## src/hdl/rtc_pkg.sv

```systemverilog
// constants shared by the rtc timekeeping support block
// assumes a 100 MHz core clock and a 32.768 kHz nominal time base
package rtc_pkg;
    // clocks and bus geometry
    localparam int CORE_HZ = 100_000_000;
    localparam int OSC_HZ  = 32_768;
    localparam int ADDR_W  = 17;
    localparam int DATA_W  = 8;

    // register offsets
    localparam logic [16:0] FLAGS_OFS    = 17'h1fff0;
    localparam logic [16:0] ALM_SEC_OFS  = 17'h1fff2;
    localparam logic [16:0] ALM_MIN_OFS  = 17'h1fff3;
    localparam logic [16:0] ALM_HR_OFS   = 17'h1fff4;
    localparam logic [16:0] ALM_DATE_OFS = 17'h1fff5;
    localparam logic [16:0] IRQ_OFS      = 17'h1fff6;
    localparam logic [16:0] WD_OFS       = 17'h1fff7;
    localparam logic [16:0] CAL_OFS      = 17'h1fff8;
    localparam logic [16:0] SEC_OFS      = 17'h1fff9;
    localparam logic [16:0] MIN_OFS      = 17'h1fffa;
    localparam logic [16:0] HR_OFS       = 17'h1fffb;
    localparam logic [16:0] DATE_OFS     = 17'h1fffd;
    localparam logic [12:0] RTC_PAGE     = 13'h1fff;

    // field positions
    localparam int FL_WDF  = 7;
    localparam int FL_AF   = 6;
    localparam int FL_PF   = 5;
    localparam int FL_OSCILLATOR_FAIL_FLAG = 4;
    localparam int FL_CAL  = 2;
    localparam int FL_W    = 1;
    localparam int FL_R    = 0;
    localparam int WD_RST  = 7;
    localparam int WD_LOCK = 6;
    localparam int CAL_STOP = 7;
    localparam int CAL_SIGN = 5;
    localparam int IRQ_WIE = 7;
    localparam int IRQ_AIE = 6;
    localparam int IRQ_PFE = 5;
    localparam int ALM_M   = 7;

    // reset values
    localparam logic       OSC_STOP_RST = 1'b0;
    localparam logic [5:0] WDT_RST      = 6'h00;

    // timing
    localparam int OSC_START_MS  = 5000;
    localparam int START_CYC_DEF = OSC_START_MS * (CORE_HZ / 1000);
    localparam int WD_PERIOD_US  = 31250;
    localparam int WD_DIV = WD_PERIOD_US * OSC_HZ / 1_000_000;
    localparam int TEST_HZ   = 512;
    localparam int TEST_HALF = OSC_HZ / (2 * TEST_HZ);
    localparam int CAL_SHORT = 128;
    localparam int CAL_LONG  = 256;
    localparam int CAL_ACT_MIN = 62;
    localparam int SEC_PER_MIN = 60;

    // bcd time field limits, index 0 seconds .. 3 date
    localparam logic [3:0][7:0] TM_TOP = {8'h31, 8'h23, 8'h59, 8'h59};
    localparam logic [3:0][7:0] TM_LO  = {8'h01, 8'h00, 8'h00, 8'h00};
endpackage

```

## src/hdl/rtc_osc_alarm_watchdog.sv

```systemverilog
// rtc timekeeping support: oscillator control, calibration, alarm,
// watchdog and power monitor trigger behind an async memory bus
// assumes bus, supply and oscillator pins are asynchronous to core_clk
//
// Overview of operation
// - stop bit at 1 halts the oscillator, 0 lets it run
// - stop bit is retained storage and comes up at 0, running
// - after stop is cleared the oscillator needs about five seconds to start
// - on supply rise, wanted but dead oscillator sets the fail flag
// - on oscillator failure time reloads from base; control bits untouched
// - five-bit calibration magnitude, bit 5 sign: 1 positive, 0 negative
// - 64 minute cycle; first 62 minutes may trim one second
// - magnitude n trims only the first 2n minutes of each cycle
// - test bit toggles the interrupt output at 512 Hz, uncalibrated
// - alarm compares date, hours, minutes, seconds; match bit 0 includes
// - all match bits 1 fires every second; more fields fire rarer
// - alarm match sets the alarm flag and may drive interrupt
// - reading the flags register clears all its flags
// - watchdog counts down at 32 Hz only while the oscillator runs
// - watchdog loads on power up and reloads on restart bit write
// - reaching zero sets the expired flag and optionally interrupts
// - timeout writes take effect only while the write lock is 0
// - a timeout value of zero disables the watchdog
// - expired flag stays set until the flags register is read
// - supply falling to threshold starts a store and selects backup
// - read clears flags only after a complete read cycle with write high; writing fail bit 0 also clears the fail flag
// - watchdog interrupt enable routes timeouts to the interrupt output
`timescale 1ns/1ns
module rtc_osc_alarm_watchdog
#(
    parameter int START_CYCLES = rtc_pkg::START_CYC_DEF
)
(
    // clock and reset
    input  wire logic                       core_clk,
    input  wire logic                       rst_b,
    // memory bus pins
    input  wire logic                       ce_b,
    input  wire logic                       we_b,
    input  wire logic                       oe_b,
    input  wire logic [rtc_pkg::ADDR_W-1:0] addr,
    input  wire logic [rtc_pkg::DATA_W-1:0] dq_in,
    output logic      [rtc_pkg::DATA_W-1:0] dq_out,
    output logic                            dq_oe_b,
    // supply and oscillator status
    input  wire logic                       vcc_ok,
    input  wire logic                       osc_halted,
    // outputs
    output logic                            int_out,
    output logic                            store_start,
    output logic                            backup_sel
);
    import rtc_pkg::*;

    typedef struct packed {
        logic [1:0]      ce_s;
        logic [1:0]      we_s;
        logic [1:0]      oe_s;
        logic [1:0]      vcc_s;
        logic [1:0]      halt_s;
        logic [16:0]     a1;
        logic [16:0]     a2;
        logic [7:0]      d1;
        logic [7:0]      d2;
        logic            ce_p;
        logic            wr_p;
        logic            rd_ok;
        logic            vcc_p;
        logic [16:0]     la;
        logic [7:0]      ld;
        logic            watchdog_expired_flag;
        logic            af;
        logic            pf;
        logic            oscillator_fail_flag;
        logic            cal_t;
        logic            wbit;
        logic            rbit;
        logic            osc_stop;
        logic            cal_sign;
        logic [4:0]      cal_mag;
        logic            timeout_write_lock;
        logic [5:0]      wdt;
        logic [5:0]      wd_cnt;
        logic            watchdog_irq_enable;
        logic            aie;
        logic            pfe;
        logic [3:0][7:0] alm;
        logic [3:0][7:0] base;
        logic [3:0][7:0] tm;
        logic [28:0]     start_cnt;
        logic            osc_run;
        logic            tick_d;
        logic [7:0]      dq_out;
        logic            dq_oe_b;
        logic            int_q;
        logic            store_q;
        logic            backup_q;
    } st_t;

    localparam st_t ST_RST = '{ce_s: 2'b11, we_s: 2'b11, oe_s: 2'b11,
                               ce_p: 1'b1, dq_oe_b: 1'b1,
                               osc_stop: OSC_STOP_RST, wdt: WDT_RST,
                               osc_run: ~OSC_STOP_RST, default: '0};

    st_t             q;
    st_t             d;
    logic [1:0]      rsync;
    logic            rst_i_b;
    logic            ce;
    logic            we;
    logic            oe;
    logic            vcc;
    logic            alive;
    logic            wr_act;
    logic            wr_end;
    logic            flags_rd;
    logic            wds_wr;
    logic            pwr_up;
    logic            pwr_dn;
    logic            match;
    logic            car;
    logic [8:0]      c;
    logic [3:0][7:0] nt;
    logic            sec_pulse;
    logic            wd_tick;
    logic            test_wave;

    // bcd increment with wrap; bit 8 is the carry out
    function automatic logic [8:0] bcd_inc(input logic [7:0] v,
                                           input logic [7:0] top,
                                           input logic [7:0] lo);
        logic [8:0] r;
        r = {1'b0, v + 8'h01};
        if (v == top)
            r = {1'b1, lo};
        else if (v[3:0] == 4'h9)
            r = {1'b0, v[7:4] + 4'h1, 4'h0};
        return r;
    endfunction

    // reset release through two flops
    always_ff @(posedge core_clk or negedge rst_b)
    begin
        if (!rst_b)
            rsync <= 2'b00;
        else
            rsync <= {rsync[0], 1'b1};
    end
    assign rst_i_b = rsync[1];

    rtc_tick_divider u_div
    (
        .core_clk  (core_clk),
        .rst_i_b   (rst_i_b),
        .run       (alive),
        .cal_sign  (q.cal_sign),
        .cal_mag   (q.cal_mag),
        .sec_pulse (sec_pulse),
        .wd_tick   (wd_tick),
        .test_wave (test_wave)
    );

    // synchronised views of the pins
    assign ce     = q.ce_s[1];
    assign we     = q.we_s[1];
    assign oe     = q.oe_s[1];
    assign vcc    = q.vcc_s[1];
    assign alive  = q.osc_run && !q.halt_s[1];
    assign wr_act = !ce && !we;
    assign wr_end = q.wr_p && !wr_act;
    assign flags_rd = !q.ce_p && ce && q.rd_ok && q.la == FLAGS_OFS;
    assign wds_wr = wr_end && q.la == WD_OFS && q.ld[WD_RST];
    assign pwr_up = vcc && !q.vcc_p;
    assign pwr_dn = !vcc && q.vcc_p;

    // next time of day and alarm compare
    always_comb
    begin
        nt = q.tm;
        car = 1'b1;
        c = 9'h000;
        match = 1'b1;
        for (int i = 0; i < 4; i++)
        begin
            if (car)
            begin
                c = bcd_inc(q.tm[i], TM_TOP[i], TM_LO[i]);
                nt[i] = c[7:0];
                car = c[8];
            end
            if (!q.alm[i][ALM_M] && q.alm[i][6:0] != q.tm[i][6:0])
                match = 1'b0;
        end
    end

    always_comb
    begin
        d = q;
        // pin synchronisers
        d.ce_s   = {q.ce_s[0], ce_b};
        d.we_s   = {q.we_s[0], we_b};
        d.oe_s   = {q.oe_s[0], oe_b};
        d.vcc_s  = {q.vcc_s[0], vcc_ok};
        d.halt_s = {q.halt_s[0], osc_halted};
        d.a1 = addr;
        d.a2 = q.a1;
        d.d1 = dq_in;
        d.d2 = q.d1;
        d.ce_p = ce;
        d.wr_p = wr_act;
        d.vcc_p = vcc;
        d.store_q = 1'b0;
        d.tick_d = 1'b0;

        // a cycle counts as a read only if write stayed high throughout
        if (ce)
            d.rd_ok = 1'b0;
        else
            d.rd_ok = (q.ce_p || q.rd_ok) && we;
        if (!ce)
            d.la = q.a2;
        if (wr_act)
            d.ld = q.d2;

        // oscillator start delay after the stop bit is cleared
        if (q.start_cnt != 29'h0)
        begin
            d.start_cnt = q.start_cnt - 29'h1;
            if (q.start_cnt == 29'h1)
                d.osc_run = 1'b1;
        end

        // clears first, so any set below in the same cycle wins
        if (flags_rd)
        begin
            d.watchdog_expired_flag = 1'b0;
            d.af = 1'b0;
            d.pf = 1'b0;
            d.oscillator_fail_flag = 1'b0;
        end

        // register writes at the end of the write strobe
        if (wr_end)
        begin
            case (q.la)
                FLAGS_OFS:
                begin
                    if (!q.ld[FL_OSCILLATOR_FAIL_FLAG])
                        d.oscillator_fail_flag = 1'b0;
                    d.cal_t = q.ld[FL_CAL];
                    d.wbit = q.ld[FL_W];
                    d.rbit = q.ld[FL_R];
                    if (q.wbit && !q.ld[FL_W])
                        d.tm = q.base;
                end
                WD_OFS:
                begin
                    d.timeout_write_lock = q.ld[WD_LOCK];
                    if (!q.timeout_write_lock)
                        d.wdt = q.ld[5:0];
                    if (q.ld[WD_RST])
                        d.wd_cnt = q.timeout_write_lock ? q.wdt : q.ld[5:0];
                end
                CAL_OFS:
                begin
                    d.osc_stop = q.ld[CAL_STOP];
                    d.cal_sign = q.ld[CAL_SIGN];
                    d.cal_mag = q.ld[4:0];
                    if (q.ld[CAL_STOP])
                    begin
                        d.osc_run = 1'b0;
                        d.start_cnt = 29'h0;
                    end
                    else if (q.osc_stop)
                        d.start_cnt = 29'(START_CYCLES);
                end
                IRQ_OFS:
                begin
                    d.watchdog_irq_enable = q.ld[IRQ_WIE];
                    d.aie = q.ld[IRQ_AIE];
                    d.pfe = q.ld[IRQ_PFE];
                end
                ALM_SEC_OFS:  d.alm[0] = q.ld;
                ALM_MIN_OFS:  d.alm[1] = q.ld;
                ALM_HR_OFS:   d.alm[2] = q.ld;
                ALM_DATE_OFS: d.alm[3] = q.ld;
                SEC_OFS:      d.base[0] = q.ld;
                MIN_OFS:      d.base[1] = q.ld;
                HR_OFS:       d.base[2] = q.ld;
                DATE_OFS:     d.base[3] = q.ld;
                default:;
            endcase
        end

        // time counters advance once a second unless being set
        if (sec_pulse && alive && !q.wbit)
        begin
            d.tm = nt;
            d.tick_d = 1'b1;
        end
        if (q.tick_d && match)
            d.af = 1'b1;

        // watchdog; a restart write in the same cycle keeps its reload
        if (wd_tick && alive && q.wdt != 6'h00 && !wds_wr)
        begin
            if (q.wd_cnt <= 6'h01)
            begin
                d.watchdog_expired_flag = 1'b1;
                d.wd_cnt = q.wdt;
            end
            else
                d.wd_cnt = q.wd_cnt - 6'h01;
        end

        // power monitor
        if (pwr_up)
        begin
            d.wd_cnt = q.wdt;
            d.backup_q = 1'b0;
            if (!q.osc_stop && !alive)
            begin
                d.oscillator_fail_flag = 1'b1;
                d.tm = q.base;
            end
        end
        if (pwr_dn)
        begin
            d.pf = 1'b1;
            d.store_q = 1'b1;
            d.backup_q = 1'b1;
        end

        // read data and pin drive
        d.dq_oe_b = !(!ce && we && !oe && q.a2[16:4] == RTC_PAGE);
        case (q.a2)
            FLAGS_OFS:    d.dq_out = {q.watchdog_expired_flag, q.af, q.pf, q.oscillator_fail_flag, 1'b0,
                                      q.cal_t, q.wbit, q.rbit};
            WD_OFS:       d.dq_out = {1'b0, q.timeout_write_lock, q.wdt};
            CAL_OFS:      d.dq_out = {q.osc_stop, 1'b0, q.cal_sign,
                                      q.cal_mag};
            IRQ_OFS:      d.dq_out = {q.watchdog_irq_enable, q.aie, q.pfe, 5'h00};
            ALM_SEC_OFS:  d.dq_out = q.alm[0];
            ALM_MIN_OFS:  d.dq_out = q.alm[1];
            ALM_HR_OFS:   d.dq_out = q.alm[2];
            ALM_DATE_OFS: d.dq_out = q.alm[3];
            SEC_OFS:      d.dq_out = q.tm[0];
            MIN_OFS:      d.dq_out = q.tm[1];
            HR_OFS:       d.dq_out = q.tm[2];
            DATE_OFS:     d.dq_out = q.tm[3];
            default:      d.dq_out = 8'h00;
        endcase

        // interrupt level, or the raw test wave in test mode
        d.int_q = q.cal_t ? test_wave
                : (q.watchdog_expired_flag && q.watchdog_irq_enable) || (q.af && q.aie)
                  || (q.pf && q.pfe);
    end

    always_ff @(posedge core_clk or negedge rst_i_b)
    begin
        if (!rst_i_b)
            q <= ST_RST;
        else
            q <= d;
    end

    assign dq_out      = q.dq_out;
    assign dq_oe_b     = q.dq_oe_b;
    assign int_out     = q.int_q;
    assign store_start = q.store_q;
    assign backup_sel  = q.backup_q;
endmodule

```

## src/hdl/rtc_tick_divider.sv

```systemverilog
// oscillator divider: calibrated one-second pulse, 32 Hz tick, test wave
// assumes run is a same-clock level from the parent block
`timescale 1ns/1ns
module rtc_tick_divider
(
    // clock and reset
    input  wire logic       core_clk,
    input  wire logic       rst_i_b,
    // control
    input  wire logic       run,
    input  wire logic       cal_sign,
    input  wire logic [4:0] cal_mag,
    // ticks
    output logic            sec_pulse,
    output logic            wd_tick,
    output logic            test_wave
);
    import rtc_pkg::*;

    typedef struct packed {
        logic [27:0] acc;
        logic [14:0] raw;
        logic [16:0] scnt;
        logic [5:0]  sec_m;
        logic [5:0]  min_c;
        logic        sec_p;
        logic        wd_p;
        logic        wave;
    } div_t;

    localparam logic [14:0] WD_MASK   = 15'(WD_DIV - 1);
    localparam logic [14:0] HALF_MASK = 15'(TEST_HALF - 1);

    div_t        q;
    div_t        d;
    logic [27:0] sum;
    logic [16:0] slen;
    logic        osc;

    // fractional step turns the core clock into oscillator edges
    always_comb
    begin
        d = q;
        d.sec_p = 1'b0;
        d.wd_p = 1'b0;
        osc = 1'b0;
        sum = q.acc + 28'(OSC_HZ);
        slen = 17'(OSC_HZ);
        if (run)
        begin
            osc = sum >= 28'(CORE_HZ);
            d.acc = osc ? sum - 28'(CORE_HZ) : sum;
        end
        // one second of the first 2n minutes is trimmed
        if (q.sec_m == 6'h00 && q.min_c < 6'(CAL_ACT_MIN)
            && q.min_c < {cal_mag, 1'b0})
        begin
            slen = cal_sign ? 17'(OSC_HZ - CAL_SHORT)
                            : 17'(OSC_HZ + CAL_LONG);
        end
        if (osc)
        begin
            // raw count is never trimmed, so the test wave is unaffected
            d.raw = q.raw + 15'h0001;
            d.wd_p = (q.raw & WD_MASK) == WD_MASK;
            if ((q.raw & HALF_MASK) == HALF_MASK)
                d.wave = ~q.wave;
            if (q.scnt >= slen - 17'h00001)
            begin
                d.scnt = 17'h00000;
                d.sec_p = 1'b1;
                d.sec_m = (q.sec_m == 6'(SEC_PER_MIN - 1)) ? 6'h00
                                                          : q.sec_m + 6'h01;
                if (q.sec_m == 6'(SEC_PER_MIN - 1))
                    d.min_c = q.min_c + 6'h01;
            end
            else
                d.scnt = q.scnt + 17'h00001;
        end
    end

    always_ff @(posedge core_clk or negedge rst_i_b)
    begin
        if (!rst_i_b)
            q <= '0;
        else
            q <= d;
    end

    assign sec_pulse = q.sec_p;
    assign wd_tick   = q.wd_p;
    assign test_wave = q.wave;
endmodule

```

## config.mk

```make
export PLATFORM = sky130hd
export DESIGN_NAME = rtc_osc_alarm_watchdog
export DESIGN_NICKNAME = d
export VERILOG_FILES = /design/src/hdl/rtc_pkg.sv /design/src/hdl/rtc_osc_alarm_watchdog.sv /design/src/hdl/rtc_tick_divider.sv
export SDC_FILE = /design/constraint.sdc
export NUM_CORES = 1
export LEC_CHECK = 0
export BUFFER_PORTS_ARGS = -buffer_cell sky130_fd_sc_hd__buf_2
export CAP_MARGIN = 20
export CORE_UTILIZATION = 45
export CTS_BUF_LIST = sky130_fd_sc_hd__clkbuf_8
export DETAILED_ROUTE_END_ITERATION = 7
export SETUP_SLACK_MARGIN = 0.4
export SYNTH_ARGS = -nofsm -noshare
export SYNTH_HDL_FRONTEND = slang
export SYNTH_SLANG_ARGS = --single-unit
```

## constraint.sdc

```tcl
create_clock -name core_clk -period 12.2 [get_ports core_clk]
set_clock_uncertainty 0.05 [all_clocks]
set_input_delay 2.44 -clock core_clk [delete_from_list [all_inputs] [get_ports core_clk]]
set_output_delay 2.44 -clock core_clk [all_outputs]
set_load 0.005 [all_outputs]
```

==> Yosys cells after proc, flatten, opt, wreduce, memory -nomap -nowiden <==
Index checks and enable logic that the tools add are counted.
{ "classes": {"n_addsub": 17, "order_cmp": 5, "n_eq_ne": 41, "mux": 69, "n_bitwise": 1, "n_reduce_logical": 77} }
{ "ops": {"columns": ["op", "count"], "rows": [
  ["== test 17 bit (second input constant)", 24],
  ["2-to-1 mux 32 bit", 5],
  ["2-to-1 mux 153 bit", 1],
  ["2-to-1 mux 8 bit", 16],
  ["case mux 8 bit (12 select lines)", 1],
  ["2-to-1 mux 30 bit", 2],
  ["2-to-1 mux 29 bit", 2],
  ["2-to-1 mux 6 bit", 6],
  ["2-to-1 mux 17 bit", 2],
  ["adder 8 x 1 -> 8 bit (second input constant)", 4],
  ["logical AND 1 bit", 31],
  ["== test 29 x 1 -> 1 bit (second input constant)", 1],
  ["nonzero test 29 bit", 1],
  ["subtractor 29 x 1 -> 29 bit (second input constant)", 1],
  ["adder 28 x 16 -> 28 bit (second input constant)", 1],
  ["greater-or-equal comparator 28 x 27 -> 1 bit (second input constant)", 1],
  ["2-to-1 mux 28 bit", 1],
  ["!= test 7 bit", 4],
  ["AND reduction 2 bit", 14],
  ["subtractor 28 x 27 -> 28 bit (second input constant)", 1],
  ["2-to-1 mux 9 bit", 3],
  ["2-to-1 mux 1 bit", 22],
  ["logical NOT 1 bit", 18],
  ["adder 17 x 1 -> 17 bit (second input constant)", 1],
  ["29 further kinds", 47]
]} }
{ "word_totals": {"regBits": 335, "out_inout_bits": 12, "word_cells": 270} }

==> Logic depth before layout (Yosys ltp) <==
{ "depth": {"word_depth": 11, "ltp_mapped": 17, "depth_no_buf": 17} }

==> Hierarchy <==
A second synthesis with hierarchy kept.
{ "hier_totals": {"cells_unflattened": 1573, "area_unflattened_um2": 16424.5} }
{ "modules_own_cells": {"columns": ["mod", "n_inst", "cells_per_inst", "area_each_um2", "seq_area_each_um2"], "rows": [
  ["rtc_osc_alarm_watchdog", 1, 1129, 12239.2, 6517.5],
  ["rtc_tick_divider", 1, 444, 4185.3, 1551.5]
]} }

==> Worst setup path after synthesis <==
Ideal clock, no wire load.
{ "synth_path": {"kind": "reg-to-reg", "from": "register u_div.q[5] (netlist bit)", "to": "register u_div.q[4] (netlist bit)", "arrival_time_ps": 3517, "setup_slack_ps": 8508, "stages_incl_launch_ff": 16, "n_path_buf": 0, "synth_period_minus_slack_ps": 3692, "path_cell_list": "dfrtp_1 > ha_1 > a21o_1 > a21oi_1 > nor2b_1 > o21ai_0 > nand4_1 > nor2_1 > ha_1 > nand3_1 > o41ai_1 > a221oi_1 > o21ai_1 > o211ai_2 > nor3_1 > mux2_2"} }
{ "synth_between": {"elab_chain_len": 7} }
{ "synth_lines": {"columns": ["element", "line", "source"], "rows": [
  ["start, declared", "rtc_tick_divider.sv:34", "div_t q;"],
  ["start signal, assigned", "rtc_tick_divider.sv:85", "q <= '0;"],
  ["start signal, assigned", "rtc_tick_divider.sv:87", "q <= d;"],
  ["< comparator 6 bit", "rtc_tick_divider.sv:55", "if (q.sec_m == 6'h00 && q.min_c < 6'(CAL_ACT_MIN)"],
  ["logical AND 1 bit", "rtc_tick_divider.sv:55", null],
  ["logical AND 1 bit (*)", "rtc_tick_divider.sv:56", "&& q.min_c < {cal_mag, 1'b0})"],
  ["2-to-1 mux 17 bit (*)", "rtc_tick_divider.sv:55", null],
  ["subtractor 17 x 1 -> 17 bit (*)", "rtc_tick_divider.sv:68", "if (q.scnt >= slen - 17'h00001)"],
  ["greater-or-equal comparator 17 bit (*)", "rtc_tick_divider.sv:68", null],
  ["AND reduction 3 bit (no source line) (*)", null, null]
]} }
Every way passes the cells marked *; elsewhere a longest branch is shown, timed or not.
A chain may end at the register's enable or synchronous reset.

==> Worst setup path after layout <==
{ "layout_path": {"from": "register q[156] (netlist bit)", "to": "register u_div.q[4] (netlist bit)"} }
{ "layout_between": {"elab_chain_len": 6} }
{ "layout_lines": {"columns": ["element", "line", "source"], "rows": [
  ["start, declared", "rtc_osc_alarm_watchdog.sv:105", "st_t q;"],
  ["start signal, assigned", "rtc_osc_alarm_watchdog.sv:363", "q <= ST_RST;"],
  ["start signal, assigned", "rtc_osc_alarm_watchdog.sv:365", "q <= d;"],
  ["< comparator 6 bit", "rtc_tick_divider.sv:56", null],
  ["logical AND 1 bit", "rtc_tick_divider.sv:56", null],
  ["2-to-1 mux 17 bit", "rtc_tick_divider.sv:55", null],
  ["subtractor 17 x 1 -> 17 bit", "rtc_tick_divider.sv:68", null],
  ["greater-or-equal comparator 17 bit", "rtc_tick_divider.sv:68", null],
  ["AND reduction 3 bit (no source line)", null, null]
]} }
No other way between the ends.

==> results by group <==
Run status
  • Outcome: finished clean

Floorplanning
  • Number of standard-cell rows in the floorplan: 69
  • Horizontal die dimension: 192 um
  • Die Outline Area: 36800 um^2
  • Y dimension of the die: 192 um
  • Std-Cell Core Area: 35500 um^2
  • # IOs: 44
  • Initial cell density of the core: 45.7%

CTS
  • CTS Buf Count: 55
  • Clock latency on the worst-skew pair: 0.65 ns
  • CTS Hold Buffers Added: 0
  • Clock slew at the register clock pins of the worst setup and hold paths: 0.06 ns
  • Number of levels in the clock H-tree: 2
  • Number of sinks driven by the clock tree: 322
  • Number of buffers between clock root and the deepest sink: 3
  • Post-CTS setup repair buffer count: 0
  • Post_cts resized: 0
  • Clock root buffer: sky130_fd_sc_hd__clkbuf_8
  • TritonCTS clock tree: yes

Placed design
  • Half-perimeter wire length after detailed placement: 26500 um
  • Number of cells in the design after placement: 1990
  • RePlAce Congestion: 0.884
  • Buffers added on ports: 43
  • Cell area after placement: 16800 um^2
  • Pre-CTS setup slack: 7.74 ns

Cells and area
  • Fill count: 3243
  • Area Overhead vs Synth: 11.2%
  • Total number of nets in the final design: 1666
  • Fin area: 18000 um^2
  • Proportion of layout cells with a drive suffix above 1: 18.3%
  • Most frequent cells in the layout: 312 x sky130_fd_sc_hd__dfrtp_1, 161 x sky130_fd_sc_hd__nand2_1, 112 x sky130_fd_sc_hd__mux2_2, 103 x sky130_fd_sc_hd__nor2_1, 94 x sky130_fd_sc_hd__o21ai_0
  • Most common cell after layout, fill and taps aside: sky130_fd_sc_hd__dfrtp_1
  • Number of standard cells in the final layout excluding fillers: 2097
  • Finished Core Util: 50.8%

GRT
  • First-pass GRT wire length: 64600 um
  • Total congestion overflow after global routing: 0
  • Pin count of the biggest net entering global routing: 173
  • Global Route Usage Sum: 22.5%
  • Vias in the first global route: 11600
  • Antenna violations before repair: 3

Route
  • DR WL/cell: 19.1 um
  • Number of remaining DRC errors: 0
  • Final ANT Viol Nets: 0
  • Total number of vias: 12100
  • Via density per instance: 5.78
  • Post-Route WL: 40100 um
  • Iter 0 DRT Violations: 1033
  • Detailed Routing Iterations Pass 1: 5

Timing
  • Total setup violations reported at the end of the flow: 0
  • Setup slack after layout: 7.73 ns
  • Time the final worst path needs with I/O delays and setup: 4.47 ns
  • Slew Viols, Final: 0
  • Pin slew with the least headroom to its limit: 1.19 ns
  • RSZ-0062 raised after global routing: false
  • Slew HR: 20.0%
  • TNS Setup: 0 ns
  • Period utilization: 36.6%
  • Final-layout worst hold slack: 0.298 ns
  • Max Clk Rate: 224 MHz
  • Number of failing hold endpoints at the final stage: 0

Setup path
  • Critical Path RT: 12.65 ns
  • Critical path peak fanout: 9
  • Endpoint type of the worst setup path: register
  • Critical setup path kind: register to register
  • CP arrival: 4.92 ns
  • Type of element launching the critical path: register

Logic synthesis
  • Average cell area after synthesis: 10.5 um^2
  • Portion of synthesized cell area occupied by the leading cell type: 48.3%
  • Flop and latch count out of synthesis: 322
  • Cells after Synth: 1546
  • Count of flip-flops with a built-in enable after synthesis: 0
  • Combined area of all synthesized cells: 16200 um^2
  • YS warnings: 0
  • Top_reg_cell synth: sky130_fd_sc_hd__dfrtp_1
  • Count of unique library cells instantiated by Yosys: 92
  • Share of flip-flops with an asynchronous set or reset: 100%
  • Top area cells in the synthesized netlist: sky130_fd_sc_hd__dfrtp_1 48%, sky130_fd_sc_hd__mux2_2 7.8%, sky130_fd_sc_hd__nand2_1 3.7%
  • Sequential fraction of the synthesis area: 49.7%
  • Library cell occupying the most area in the post-synthesis netlist: sky130_fd_sc_hd__dfrtp_1

Power and ir drop
  • Leakage power: 8.19 nW
  • Cell-internal power: 1.70 mW
  • Switching power of the nets: 547 uW
  • Share of power burned in the clock network: 46.5%
  • Power per Cell Area: 124 nW/um^2
  • Portion of total power attributed to combinational logic: 3.1%
  • VDD IR-drop max: 0.0949 mV
  • Part of the total power dissipated in sequential elements: 50.4%
  • Post-layout power: 2.24 mW
  • Switching power share of the total: 24.4%

Run
  • Max-cap viol count: 0

Worst hold path
  • Type of the tightest min-delay check: register to register
[layout make-up]
cell class / count / area [um^2] / area share [%]
antenna: 1 / 2.50 / 0.0139
sequential: 322 / 8070 / 44.8
clock inverter: 34 / 251 / 1.39
tap: 461 / 577 / 3.20
timing repair buffer: 60 / 380 / 2.11
multi-input combinational: 1111 / 7650 / 42.4
inverter: 39 / 146 / 0.812
clock buffer: 69 / 950 / 5.27
[logic make-up after synthesis]
group / Yosys count / share of synthesized area, %
AOI/OAI and AO/OA: 328 / 13.6
xor gates and xnor gates: 93 / 5.02
adders and majority gates: 45 / 3.47
buffers and inverters: 114 / 3.19
DFF: 322 / 49.7
muxes: 125 / 8.58
other: 1 / 0.0231
and+or+nand+nor: 518 / 16.4
[cell usage after synthesis, types with 5 or more instances]
library cell,number
sky130_fd_sc_hd__a32oi_1,5
sky130_fd_sc_hd__buf_2,11
sky130_fd_sc_hd__dfstp_2,9
sky130_fd_sc_hd__and3_1,13
sky130_fd_sc_hd__o31ai_1,17
sky130_fd_sc_hd__o22ai_1,7
sky130_fd_sc_hd__dfrtp_1,313
sky130_fd_sc_hd__nand2b_1,15
sky130_fd_sc_hd__buf_6,5
sky130_fd_sc_hd__xnor2_1,54
sky130_fd_sc_hd__or3_1,11
sky130_fd_sc_hd__a222oi_1,12
sky130_fd_sc_hd__a22o_1,20
sky130_fd_sc_hd__a31oi_1,5
sky130_fd_sc_hd__and2_1,16
sky130_fd_sc_hd__nor2_1,103
sky130_fd_sc_hd__buf_1,5
sky130_fd_sc_hd__mux2_2,112
sky130_fd_sc_hd__a22oi_1,14
sky130_fd_sc_hd__nor3b_1,11
sky130_fd_sc_hd__buf_4,10
sky130_fd_sc_hd__a21oi_1,63
sky130_fd_sc_hd__a211oi_1,9
sky130_fd_sc_hd__o211ai_1,6
sky130_fd_sc_hd__ha_1,45
sky130_fd_sc_hd__o21ai_1,7
sky130_fd_sc_hd__nor2b_1,9
sky130_fd_sc_hd__mux2i_1,12
sky130_fd_sc_hd__nand2_1,161
sky130_fd_sc_hd__nand3b_1,11
sky130_fd_sc_hd__a21o_1,8
sky130_fd_sc_hd__nand3_1,36
sky130_fd_sc_hd__o21ai_0,95
sky130_fd_sc_hd__o21a_1,8
sky130_fd_sc_hd__nor3_1,36
sky130_fd_sc_hd__o41ai_1,10
sky130_fd_sc_hd__nor4_1,22
sky130_fd_sc_hd__inv_1,38
sky130_fd_sc_hd__nand4_1,36
sky130_fd_sc_hd__clkbuf_1,43
sky130_fd_sc_hd__xor2_1,39
[metal layers]
metal  track usage, %  share of wire (%)  vias up
met2             34.3                 45      357
met3             4.99                6.5       85
met4             7.14                2.4        4
li1                 -                  -     5719
met5                0              0.067        -
met1             31.7                 46     5958
[power groups by stage]
stage                     Sequential, mW  Combinational, mW  Clock (mW)
final                               1.13             0.0694        1.04
after global routing                1.13             0.0787        1.13
after CTS                           1.13             0.0696        1.08
after detailed placement            1.15             0.0694           0
after global placement              1.15             0.0682           0
after floorplan                     1.14             0.0420           0
[worst max-delay path, cell delays in order (launching register included)]
cell	delay, ns
sky130_fd_sc_hd__dfrtp_1	0.37
sky130_fd_sc_hd__inv_1	0.06
sky130_fd_sc_hd__ha_1	0.29
sky130_fd_sc_hd__a21o_1	0.15
sky130_fd_sc_hd__a21oi_1	0.14
sky130_fd_sc_hd__nor2b_1	0.06
sky130_fd_sc_hd__o21ai_0	0.16
sky130_fd_sc_hd__nand4_1	0.18
sky130_fd_sc_hd__nor2_1	0.42
sky130_fd_sc_hd__ha_1	0.22
sky130_fd_sc_hd__nand3_1	0.09
sky130_fd_sc_hd__o41ai_1	0.35
sky130_fd_sc_hd__a221oi_1	0.18
sky130_fd_sc_hd__o21ai_1	0.57
sky130_fd_sc_hd__o211ai_2	0.35
sky130_fd_sc_hd__nor3_1	0.37
sky130_fd_sc_hd__mux2_2	0.38
[state kept, by name, indices dropped and copies added, names as in the netlist]
register         count
u_div.wd_tick        1
int_out              1
store_start          1
u_div.sec_pulse      1
ce                   1
backup_sel           1
q                  213
dq_out               8
dq_oe_b              1
rsync                2
u_div.q             59
u_div.test_wave      1
d                   31
oe                   1
[worst paths after layout]
path	start	slack, ns	cells past startpoint	end
max	q[156]	7.73	16	u_div.q[4]
min	d[249]	0.30	0	q[249]
max reg2reg	q[156]	7.73	16	u_div.q[4]
min reg2reg	d[249]	0.30	0	q[249]
max in group asynchronous	rsync[1]	10.15	2	q[205]
min in group asynchronous	rsync[1]	0.42	1	u_div.q[28]
Power figures use the tool's default switching activity.
